$ cat src/rtl/dhs_pkg.sv
// Purpose: Constants, register map and state codes of the hot-swap connect
// Assumes: 25 MHz clk, APB slave with 32-bit data, zero wait states
// Notes: Analog comparators (termination, supply) sit outside as levels

package dhs_pkg;

	// --------------------------------------------------------------
	// Timing
	// --------------------------------------------------------------
	localparam int unsigned CLK_HZ = 25_000_000;
	localparam int unsigned POR_TIME_MS = 1;
	localparam int unsigned TERM_TIME_MS = 10;
	localparam int unsigned IDLE_TIME_US = 50;
	// Least times, rounded up to whole cycles
	localparam int unsigned POR_CYC_DEF = (POR_TIME_MS * CLK_HZ + 999) / 1000;
	localparam int unsigned TERM_CYC_DEF =
		(TERM_TIME_MS * CLK_HZ + 999) / 1000;
	localparam int unsigned IDLE_CYC_DEF =
		(IDLE_TIME_US * CLK_HZ + 999_999) / 1_000_000;
	localparam int unsigned CNT_W = 24;
	localparam int unsigned IDLE_W = 16;

	// --------------------------------------------------------------
	// Register map
	// --------------------------------------------------------------
	localparam int unsigned ADDR_W = 8;
	localparam logic [ADDR_W-1:0] REG_CTRL = 8'h00;
	localparam logic [ADDR_W-1:0] REG_IDLE = 8'h04;
	localparam logic [ADDR_W-1:0] REG_STATUS = 8'h08;
	localparam int unsigned CTRL_EN_BIT = 0;
	localparam int unsigned CTRL_RESEQ_BIT = 1;
	localparam logic CTRL_EN_RST = 1'h1;
	localparam int unsigned STAT_STATE_LSB = 0;
	localparam int unsigned STAT_CONN_BIT = 5;
	localparam int unsigned STAT_PLUG_BIT = 6;
	localparam int unsigned STAT_EN_BIT = 7;
	localparam int unsigned STAT_SUP_BIT = 8;
	localparam int unsigned STAT_TERM_BIT = 9;
	localparam logic PIN_LOW = 1'h0;

	// --------------------------------------------------------------
	// States
	// --------------------------------------------------------------
	typedef enum logic [4:0] {
		ST_POWERUP = 5'h01,
		ST_TERM_CHECK = 5'h02,
		ST_TERM_WAIT = 5'h04,
		ST_ARMED = 5'h08,
		ST_CONNECTED = 5'h10
	} dhs_state_e;

	typedef enum logic [2:0] {
		DIR_IDLE = 3'h1,
		DIR_TO_LINE = 3'h2,
		DIR_TO_CARD = 3'h4
	} dhs_dir_e;

endpackage

$ cat src/rtl/dhs_chan.sv
// Purpose: One automatic-direction channel, card open-drain to line pair
// Assumes: All pin levels synchronous to clk
// Notes: Minus line is never pulled; the bias network lifts it

module dhs_chan
	import dhs_pkg::*;
(
	input wire logic clk,
	input wire logic arst_n,
	input wire logic connect,
	input wire logic card_i,
	input wire logic plus_i,
	input wire logic minus_i,
	output logic line_level,
	output logic card_oe,
	output logic plus_oe
);

	dhs_dir_e dir_ff;
	dhs_dir_e nxt_dir;

	// Only the difference counts, common mode is ignored
	assign line_level = plus_i & ~minus_i;

	// ----------------------------------------------------------------
	// Direction: whoever pulls low first owns the channel until release
	// ----------------------------------------------------------------
	always_comb begin
		nxt_dir = dir_ff;
		unique case (dir_ff)
		DIR_IDLE: begin
			if (!card_i) begin
				nxt_dir = DIR_TO_LINE;
			end else if (!line_level) begin
				nxt_dir = DIR_TO_CARD;
			end
		end
		DIR_TO_LINE: begin
			if (card_i) begin
				nxt_dir = DIR_IDLE;
			end
		end
		DIR_TO_CARD: begin
			if (line_level) begin
				nxt_dir = DIR_IDLE;
			end
		end
		endcase
		if (!connect) begin
			nxt_dir = DIR_IDLE;
		end
	end

	always_ff @(posedge clk or negedge arst_n) begin
		if (!arst_n) begin
			dir_ff <= DIR_IDLE;
		end else begin
			dir_ff <= nxt_dir;
		end
	end

	// Enables come straight from one-hot state flops
	assign card_oe = dir_ff[2];
	assign plus_oe = dir_ff[1];

	property p_one_dir;
		@(posedge clk) disable iff (!arst_n)
		!(card_oe && plus_oe);
	endproperty
	a_one_dir: assert property (p_one_dir)
		else $error("channel drives both sides");

	property p_isolated;
		@(posedge clk) disable iff (!arst_n)
		!connect |=> !card_oe && !plus_oe;
	endproperty
	a_isolated: assert property (p_isolated)
		else $error("channel drives while disconnected");

	property p_rx_diff;
		@(posedge clk) disable iff (!arst_n)
		(dir_ff == DIR_IDLE && connect && card_i && plus_i == minus_i)
			|=> card_oe;
	endproperty
	a_rx_diff: assert property (p_rx_diff)
		else $error("equal pair levels not taken as low");

endmodule

$ cat src/rtl/dhs_connect.sv
// Purpose: Hot-swap sequencing and connection of three bridged channels
// Assumes: Supply and termination comparators deliver synchronous levels
// Notes: APB slave answers with zero wait states
//
// Design decisions made here: the register addresses and the APB slave port.

module dhs_connect
	import dhs_pkg::*;
#(
	parameter int unsigned POR_CYC = POR_CYC_DEF,
	parameter int unsigned TERM_CYC = TERM_CYC_DEF,
	parameter int unsigned IDLE_CYC = IDLE_CYC_DEF
)
(
	input wire logic clk,
	input wire logic arst_n,
	input wire logic supply_ok,
	input wire logic enable_level,
	input wire logic enable_driven,
	input wire logic clock_term_ok,
	input wire logic data_term_ok,
	input wire logic card_clock_i,
	output logic card_clock_o,
	output logic card_clock_oe,
	input wire logic card_data_i,
	output logic card_data_o,
	output logic card_data_oe,
	input wire logic card_irq_i,
	output logic card_irq_o,
	output logic card_irq_oe,
	input wire logic line_clock_plus_i,
	output logic line_clock_plus_o,
	output logic line_clock_plus_oe,
	input wire logic line_clock_minus_i,
	output logic line_clock_minus_o,
	output logic line_clock_minus_oe,
	input wire logic line_data_plus_i,
	output logic line_data_plus_o,
	output logic line_data_plus_oe,
	input wire logic line_data_minus_i,
	output logic line_data_minus_o,
	output logic line_data_minus_oe,
	input wire logic line_irq_plus_i,
	output logic line_irq_plus_o,
	output logic line_irq_plus_oe,
	input wire logic line_irq_minus_i,
	output logic line_irq_minus_o,
	output logic line_irq_minus_oe,
	output logic plugin_detect_n_o,
	output logic plugin_detect_n_oe,
	output logic ready_n_o,
	output logic ready_n_oe,
	input wire logic psel,
	input wire logic penable,
	input wire logic pwrite,
	input wire logic [ADDR_W-1:0] paddr,
	input wire logic [31:0] pwdata,
	output logic [31:0] prdata,
	output logic pready,
	output logic pslverr
);

	localparam logic [CNT_W-1:0] POR_LAST = CNT_W'(POR_CYC - 1);
	localparam logic [CNT_W-1:0] TERM_LAST = CNT_W'(TERM_CYC - 1);
	localparam logic [IDLE_W-1:0] IDLE_RST = IDLE_W'(IDLE_CYC);

	dhs_state_e state_ff;
	dhs_state_e nxt_state;
	logic [CNT_W-1:0] por_cnt_ff;
	logic [CNT_W-1:0] nxt_por_cnt;
	logic [CNT_W-1:0] term_cnt_ff;
	logic [CNT_W-1:0] nxt_term_cnt;
	logic [IDLE_W-1:0] idle_cnt_ff;
	logic [IDLE_W-1:0] nxt_idle_cnt;
	logic data_lvl_ff;
	logic ctrl_en_ff;
	logic [IDLE_W-1:0] idle_time_ff;
	logic [31:0] prdata_ff;

	// ----------------------------------------------------------------
	// Bus decode
	// ----------------------------------------------------------------
	wire hit_ctrl = paddr == REG_CTRL;
	wire hit_idle = paddr == REG_IDLE;
	wire hit_status = paddr == REG_STATUS;
	wire hit_any = hit_ctrl | hit_idle | hit_status;
	wire setup_rd = psel & ~penable & ~pwrite;
	wire wr_en = psel & penable & pwrite;
	wire wr_ctrl = wr_en & hit_ctrl;
	wire wr_idle = wr_en & hit_idle;
	// Status is read-only, a write there is refused as well
	wire bad_access = ~hit_any | (pwrite & hit_status);
	wire reseq = wr_ctrl & pwdata[CTRL_RESEQ_BIT];

	// ----------------------------------------------------------------
	// Sequencing conditions
	// ----------------------------------------------------------------
	// Pad pull-up: nobody driving the pin reads as high
	wire pin_en = ~enable_driven | enable_level;
	wire en_eff = pin_en & ctrl_en_ff;
	wire term_valid = clock_term_ok & data_term_ok;
	wire conn = state_ff == ST_CONNECTED;
	wire plugged = (state_ff == ST_ARMED) | conn;
	wire clk_lvl;
	wire data_lvl;
	wire por_done = por_cnt_ff == POR_LAST;
	wire term_done = term_cnt_ff == TERM_LAST;
	// Stop: data rises while clock stays high
	wire stop_det = clk_lvl & data_lvl & ~data_lvl_ff;
	wire card_idle = card_clock_i & card_data_i;
	wire lines_high = line_clock_plus_i & line_data_plus_i;
	// Zero in the idle register acts as one cycle
	wire idle_done = lines_high & (idle_cnt_ff >= idle_time_ff)
		& (idle_cnt_ff != '0);
	wire join_ok = (stop_det & card_idle) | idle_done;

	// ----------------------------------------------------------------
	// Hot-swap state machine
	// ----------------------------------------------------------------
	always_comb begin
		nxt_state = state_ff;
		unique case (state_ff)
		ST_POWERUP: begin
			if (por_done) begin
				nxt_state = ST_TERM_CHECK;
			end
		end
		ST_TERM_CHECK: begin
			if (term_valid) begin
				nxt_state = ST_TERM_WAIT;
			end
		end
		ST_TERM_WAIT: begin
			// Termination must hold through the whole wait
			if (!term_valid) begin
				nxt_state = ST_TERM_CHECK;
			end else if (term_done) begin
				nxt_state = ST_ARMED;
			end
		end
		ST_ARMED: begin
			if (!term_valid) begin
				nxt_state = ST_POWERUP;
			end else if (en_eff && join_ok) begin
				nxt_state = ST_CONNECTED;
			end
		end
		ST_CONNECTED: begin
			if (!term_valid) begin
				nxt_state = ST_POWERUP;
			end else if (!en_eff) begin
				nxt_state = ST_ARMED;
			end
		end
		endcase
		// Power loss or software request restarts from the beginning
		if (!supply_ok || reseq) begin
			nxt_state = ST_POWERUP;
		end
	end

	// ----------------------------------------------------------------
	// Timers
	// ----------------------------------------------------------------
	always_comb begin
		nxt_por_cnt = '0;
		if (state_ff == ST_POWERUP && supply_ok && !por_done) begin
			nxt_por_cnt = por_cnt_ff + CNT_W'(1);
		end
	end

	always_comb begin
		nxt_term_cnt = '0;
		if (state_ff == ST_TERM_WAIT && term_valid && !term_done) begin
			nxt_term_cnt = term_cnt_ff + CNT_W'(1);
		end
	end

	// Saturates so a long idle bus stays qualified
	always_comb begin
		nxt_idle_cnt = '0;
		if (lines_high) begin
			nxt_idle_cnt = idle_cnt_ff;
			if (idle_cnt_ff != '1) begin
				nxt_idle_cnt = idle_cnt_ff + IDLE_W'(1);
			end
		end
	end

	always_ff @(posedge clk or negedge arst_n) begin
		if (!arst_n) begin
			state_ff <= ST_POWERUP;
			por_cnt_ff <= '0;
			term_cnt_ff <= '0;
			idle_cnt_ff <= '0;
			data_lvl_ff <= 1'h1;
		end else begin
			state_ff <= nxt_state;
			por_cnt_ff <= nxt_por_cnt;
			term_cnt_ff <= nxt_term_cnt;
			idle_cnt_ff <= nxt_idle_cnt;
			data_lvl_ff <= data_lvl;
		end
	end

	// ----------------------------------------------------------------
	// Channels
	// ----------------------------------------------------------------
	dhs_chan u_clock (
		.clk(clk),
		.arst_n(arst_n),
		.connect(conn),
		.card_i(card_clock_i),
		.plus_i(line_clock_plus_i),
		.minus_i(line_clock_minus_i),
		.line_level(clk_lvl),
		.card_oe(card_clock_oe),
		.plus_oe(line_clock_plus_oe)
	);

	dhs_chan u_data (
		.clk(clk),
		.arst_n(arst_n),
		.connect(conn),
		.card_i(card_data_i),
		.plus_i(line_data_plus_i),
		.minus_i(line_data_minus_i),
		.line_level(data_lvl),
		.card_oe(card_data_oe),
		.plus_oe(line_data_plus_oe)
	);

	// Same channel again; an unused one sees its card pin tied low
	dhs_chan u_irq (
		.clk(clk),
		.arst_n(arst_n),
		.connect(conn),
		.card_i(card_irq_i),
		.plus_i(line_irq_plus_i),
		.minus_i(line_irq_minus_i),
		.line_level(),
		.card_oe(card_irq_oe),
		.plus_oe(line_irq_plus_oe)
	);

	// ----------------------------------------------------------------
	// Pins: open-drain, only ever pull low
	// ----------------------------------------------------------------
	assign card_clock_o = PIN_LOW;
	assign card_data_o = PIN_LOW;
	assign card_irq_o = PIN_LOW;
	assign line_clock_plus_o = PIN_LOW;
	assign line_data_plus_o = PIN_LOW;
	assign line_irq_plus_o = PIN_LOW;
	// Released minus keeps plus at or below it while plus is pulled
	assign line_clock_minus_o = PIN_LOW;
	assign line_clock_minus_oe = PIN_LOW;
	assign line_data_minus_o = PIN_LOW;
	assign line_data_minus_oe = PIN_LOW;
	assign line_irq_minus_o = PIN_LOW;
	assign line_irq_minus_oe = PIN_LOW;
	assign plugin_detect_n_o = PIN_LOW;
	assign plugin_detect_n_oe = plugged;
	assign ready_n_o = PIN_LOW;
	assign ready_n_oe = conn;

	// ----------------------------------------------------------------
	// Registers
	// ----------------------------------------------------------------
	wire [31:0] status_val = {22'h0, term_valid, supply_ok, en_eff,
		plugged, conn, state_ff};
	wire [31:0] rd_val = hit_ctrl ? {31'h0, ctrl_en_ff} :
		hit_idle ? {16'h0, idle_time_ff} :
		hit_status ? status_val : 32'h0;

	always_ff @(posedge clk or negedge arst_n) begin
		if (!arst_n) begin
			ctrl_en_ff <= CTRL_EN_RST;
			idle_time_ff <= IDLE_RST;
		end else begin
			if (wr_ctrl) begin
				ctrl_en_ff <= pwdata[CTRL_EN_BIT];
			end
			if (wr_idle) begin
				idle_time_ff <= pwdata[IDLE_W-1:0];
			end
		end
	end

	// Read data captured in setup so it stands through the access
	always_ff @(posedge clk or negedge arst_n) begin
		if (!arst_n) begin
			prdata_ff <= 32'h0;
		end else if (setup_rd) begin
			prdata_ff <= rd_val;
		end
	end

	assign prdata = prdata_ff;
	assign pready = 1'h1;
	assign pslverr = psel & penable & bad_access;

	// ----------------------------------------------------------------
	// Checks
	// ----------------------------------------------------------------
	property p_disabled;
		@(posedge clk) disable iff (!arst_n)
		!en_eff |=> !ready_n_oe ##1 !card_data_oe && !card_clock_oe
			&& !card_irq_oe;
	endproperty
	a_disabled: assert property (p_disabled)
		else $error("connected while disabled");

	property p_join_cause;
		@(posedge clk) disable iff (!arst_n)
		$rose(conn) |-> $past(join_ok) && $past(en_eff)
			&& $past(plugin_detect_n_oe) && $past(supply_ok);
	endproperty
	a_join_cause: assert property (p_join_cause)
		else $error("connection without stop or idle");

	property p_ready;
		@(posedge clk) disable iff (!arst_n)
		ready_n_oe == (state_ff == ST_CONNECTED);
	endproperty
	a_ready: assert property (p_ready)
		else $error("ready does not follow connection");

	property p_plug;
		@(posedge clk) disable iff (!arst_n)
		$rose(plugin_detect_n_oe) |-> $past(state_ff) == ST_TERM_WAIT
			&& $past(term_cnt_ff) == TERM_LAST;
	endproperty
	a_plug: assert property (p_plug)
		else $error("plug-in detect before termination wait");

	property p_undriven_en;
		@(posedge clk) disable iff (!arst_n)
		!enable_driven && ctrl_en_ff |-> en_eff;
	endproperty
	a_undriven_en: assert property (p_undriven_en)
		else $error("undriven enable not taken as high");

	property p_por;
		@(posedge clk) disable iff (!arst_n)
		state_ff == ST_TERM_CHECK && $past(state_ff) == ST_POWERUP
			|-> $past(por_cnt_ff) == POR_LAST;
	endproperty
	a_por: assert property (p_por)
		else $error("termination check before power-up wait");

	property p_power_loss;
		@(posedge clk) disable iff (!arst_n)
		!supply_ok |=> state_ff == ST_POWERUP && !ready_n_oe
			&& !plugin_detect_n_oe;
	endproperty
	a_power_loss: assert property (p_power_loss)
		else $error("no restart after power loss");

	property p_stop_join;
		@(posedge clk) disable iff (!arst_n)
		state_ff == ST_ARMED && en_eff && supply_ok && term_valid
			&& !reseq && stop_det && card_idle |=> ready_n_oe;
	endproperty
	a_stop_join: assert property (p_stop_join)
		else $error("stop on line did not connect");

endmodule

$ cat config.mk
export PLATFORM = sky130hd
export DESIGN_NAME = dhs_connect
export DESIGN_NICKNAME = d
export VERILOG_FILES = /design/src/rtl/dhs_pkg.sv /design/src/rtl/dhs_chan.sv /design/src/rtl/dhs_connect.sv
export SDC_FILE = /design/constraint.sdc
export NUM_CORES = 1
export LEC_CHECK = 0
export ABC_AREA = 1
export BUFFER_PORTS_ARGS = -buffer_cell sky130_fd_sc_hd__buf_2
export CAP_MARGIN = 5
export CORE_AREA = 2 2 80 158
export CTS_CLUSTER_DIAMETER = 100
export DETAILED_ROUTE_END_ITERATION = 8
export DIE_AREA = 0 0 82 160
export PLACE_DENSITY = 0.79
export SKIP_CTS_REPAIR_TIMING = 1
export SLEW_MARGIN = 10
export SYNTH_ARGS = -nofsm -noshare
export SYNTH_HDL_FRONTEND = slang
export SYNTH_SLANG_ARGS = --single-unit
$ cat constraint.sdc
create_clock -name clk -period 2.05 [get_ports clk]
set_input_delay 0 -clock clk [delete_from_list [all_inputs] [get_ports clk]]
set_output_delay 0 -clock clk [all_outputs]
set_load 0.02 [all_outputs]
==> impl_metrics.py <==
metrics = {
    "floorplan": {
        "coreArea_um2": 11980,
        "die_w_um": 82,
        "design.die.area_um2": 13120,
        "die_y_um": 160,
        "start_util_pct": 55.06,
        "placement_rows": 57,
        "io_pins": 115,
    },
    "setup_path": {
        "cp-startpoint": "state_ff[0]$_DFFE_PN1P_",
        "crit_path_max_incr_delay_ns": 0.58,
        "rr_startpoint": "por_cnt_ff[0]$_DFF_PN0_",
        "required_ns": 2.05,
        "critPathArrivalTime_ns": 1.91,
        "worst_path_max_delay_cell": "dfstp_2",
        "worstSetupPathType": "flip-flop to output port",
        "cp_cell_sequence": "nor2_2 -> nand3_2 -> clkinvlp_4 -> nor2_1 -> inv_1 -> buf_2",
        "rr_worst_depth": 11,
        "start_kind": "flip-flop",
        "endpoint_kind": "output port",
        "path_max_fanout": 10,
    },
    "finish": {
        "areaGrowthSynthToFinish_pct": 15.23,
        "final_cell_mix": "nand2_1 (130), inv_1 (127), dfrtp_1 (101)",
        "drive_above_1_share_pct": 18.45,
        "instances_no_fill": 1079,
        "layout_commonest_cell": "nand2_1",
        "num-fill-cells": 1025,
        "num_antenna_cells": 0,
        "num-nets-final": 1006,
    },
    "logic_synthesis": {
        "synth_top_family_by_area": "simple AND/OR/NAND/NOR gates",
        "synth_cell_type_count": 49,
        "yosys.area_share.adder_pct": 3.793,
        "synth_area_leader_cell": "dfrtp_1",
        "ys_ff_latch": 112,
        "synth_flop_cell": "dfrtp_1",
        "synthSimpleGateAreaFrac_pct": 28.31,
        "synth_warnings": 0,
        "syn_inst": 824,
        "synth_edf_count": 0,
        "avgSynthCellArea_um2": 8.007,
        "seq_area_frac_synth_pct": 42.69,
        "synthArstFlopShare_pct": 100.0,
        "synth_mux_area_share_pct": 0,
        "synth_top_area_share_pct": 38.31,
        "synth_area_leaders": "dfrtp_1 (38%), nand2_1 (7.6%), inv_1 (7.3%)",
        "synthXorXnorAreaFrac_pct": 0.3983,
        "synth_compound_area_share_pct": 12.59,
        "synth_area_um2": 6598,
    },
    "global_route": {
        "grt_max_degree": 39,
        "grt_usage_pct": 23.06,
        "grt_pass1_vias": 5364,
        "grt_overflow": 0,
        "antenna_found_initial": 0,
        "grt_pass1_wl_um": 24010,
    },
    "clock_tree": {
        "clock_latency_ns": 0.36,
        "cts.clk_slew.worst_paths_ns": 0.08,
        "cts.sinks": 112,
        "cts_made_buffers": 9,
        "clock_path_buffers": 2,
        "h-tree-depth": 3,
        "cts_tree": "built",
        "clockRootBuffer": "clkbuf_16",
    },
    "timing": {
        "slew_viol_final": 0,
        "fin_crit_sh_pct": 92.98,
        "worst_pin_slew_ns": 0.5374,
        "clock_skew_ns": 0.007319,
        "final.min_clock_period_ns": 1.906,
        "hold-worst-slack_ns": 0.01515,
        "setup_violations": 0,
        "hold_viol": 0,
        "relSlewSlack_pct": 64.05,
        "layout_setup_ws_ns": 0.1438,
        "max_freq_mhz": 524.6,
    },
    "worst_hold_path": {
        "hold_class": "input pin to flip-flop",
        "hold_depth": 4,
        "min_from": "line_irq_plus_i",
    },
    "power": {
        "ir_drop_mv": 0.5394,
        "power_density_nw_per_um2": 582.4,
        "leakage_nw": 3.746,
    },
    "place": {
        "gp_congestion": 0.8913,
        "port_buffers": 67,
        "place_worst_setup_slack_ns": 0.1230,
        "place_inst": 1035,
        "place_hpwl_um": 10940,
    },
    "outcome": {
        "status": "complete, no violations",
    },
    "detailed_routing": {
        "via_per_inst": 5.330,
        "drtIter0Drc": 277,
        "drtPass1Iterations": 5,
        "routed-via-count": 5751,
        "ant_nets": 0,
        "drc": 0,
        "wl_per_cell_um": 13.71,
        "drt-total-wl_um": 14800,
    },
    "job": {
        "max-cap-violations": 0,
    },
}
## routing by layer
metal / global-route usage [%] / vias up / part of all wire, %
met3: 2.825 / 29 / 5.2
met5: 0 / - / 0
met2: 36.18 / 174 / 49
met4: 9.924 / 0 / 3.0
met1: 31.76 / 2681 / 43
li1: - / 2867 / -
## layout make-up
| type | count | area [µm²] | area share, % |
|---|---|---|---|
| clock buffers | 9 | 225.2 | 2.962 |
| clock inverters | 7 | 63.81 | 0.8394 |
| inverters | 131 | 495.5 | 6.517 |
| multi-input cells | 569 | 3134 | 41.23 |
| flip-flops and latches | 112 | 2816 | 37.05 |
| well taps | 147 | 183.9 | 2.419 |
| repair buffers | 104 | 683.2 | 8.986 |
## state kept, by name, summed over array words and instances, names as in the netlist
signal / count
u_clock.dir_ff: 3
u_data.dir_ff: 3
idle_time_ff: 16
por_cnt_ff: 24
data_lvl_ff: 1
prdata: 16
u_irq.dir_ff: 3
state_ff: 5
ctrl_en_ff: 1
idle_cnt_ff: 16
term_cnt_ff: 24
## per-stage QoR
step / TNS (ns) / utilization (%) / instance area, µm² / power [W]
3_3_place_gp: 0 / 58.44 / 7002 / 0.002680
3_5_place_dp: 0 / 58.44 / 7002 / 0.002695
6_report: 0 / 63.45 / 7602 / 0.004428
2_1_floorplan: 0 / - / 6706 / 0.002577
4_1_cts: 0 / 60.85 / 7291 / 0.004400
5_1_grt: -0.02500 / 63.45 / 7602 / 0.004609
## worst paths after layout
check	slack, ns	to
max in group asynchronous	1.17	ctrl_en_ff$_DFFE_PN1P_
hold reg to reg	0.46	term_cnt_ff[0]$_DFF_PN0_
setup / recovery	0.14	plugin_detect_n_oe
min in group asynchronous	0.16	idle_cnt_ff[11]$_DFFE_PN0P_
setup reg to reg	0.15	por_cnt_ff[20]$_DFF_PN0_
hold / removal	0.02	u_irq.dir_ff[2]$_DFFE_PN0P_
## report_power, final
| part | switching (W) | total [W] | internal, W |
|---|---|---|---|
| logic | 0.000282 | 0.000441 | 0.000159 |
| clock network | 0.000865 | 0.00172 | 0.000851 |
| registers | 0.0000241 | 0.00227 | 0.00225 |
| total | 0.00117 | 0.00443 | 0.00326 |
## cell families (layout without fill, tap and decap cells)
| group | count (synthesis) | after routing |
|---|---|---|
| xor gates and xnor gates | 3 | 3 |
| buffers and inverters | 172 | 251 |
| adders and majority gates | 20 | 20 |
| DFF | 112 | 112 |
| other | 2 | 31 |
| and+or+nand+nor | 380 | 380 |
| AOI/OAI and AO/OA | 135 | 135 |
## cell usage after synthesis (3+ instances only)
library cell,n
ha_1,20
nor3b_1,6
a21oi_1,61
nand3_2,5
inv_2,3
nand2_1,133
o21ai_1,5
nor2_1,91
nor2_2,6
nand4_1,29
nor2_4,7
o21a_1,9
o21ai_0,22
inv_1,128
nor3_1,35
nand2_2,8
o221ai_1,5
nor3_4,3
o211ai_2,3
buf_4,34
a211oi_1,4
nor4_1,7
a31oi_1,9
dfstp_2,11
dfrtp_1,101
o21ai_2,6
nand3_1,35
buf_6,3
xor2_1,3
## critical path: cells and delay by family, from the launching register on
family | cells | cell delay, ns
simple gates | 3 | 0.47
flops | 1 | 0.58
buf+inv | 3 | 0.51
Note: power is estimated with default switching activity, not from simulation.
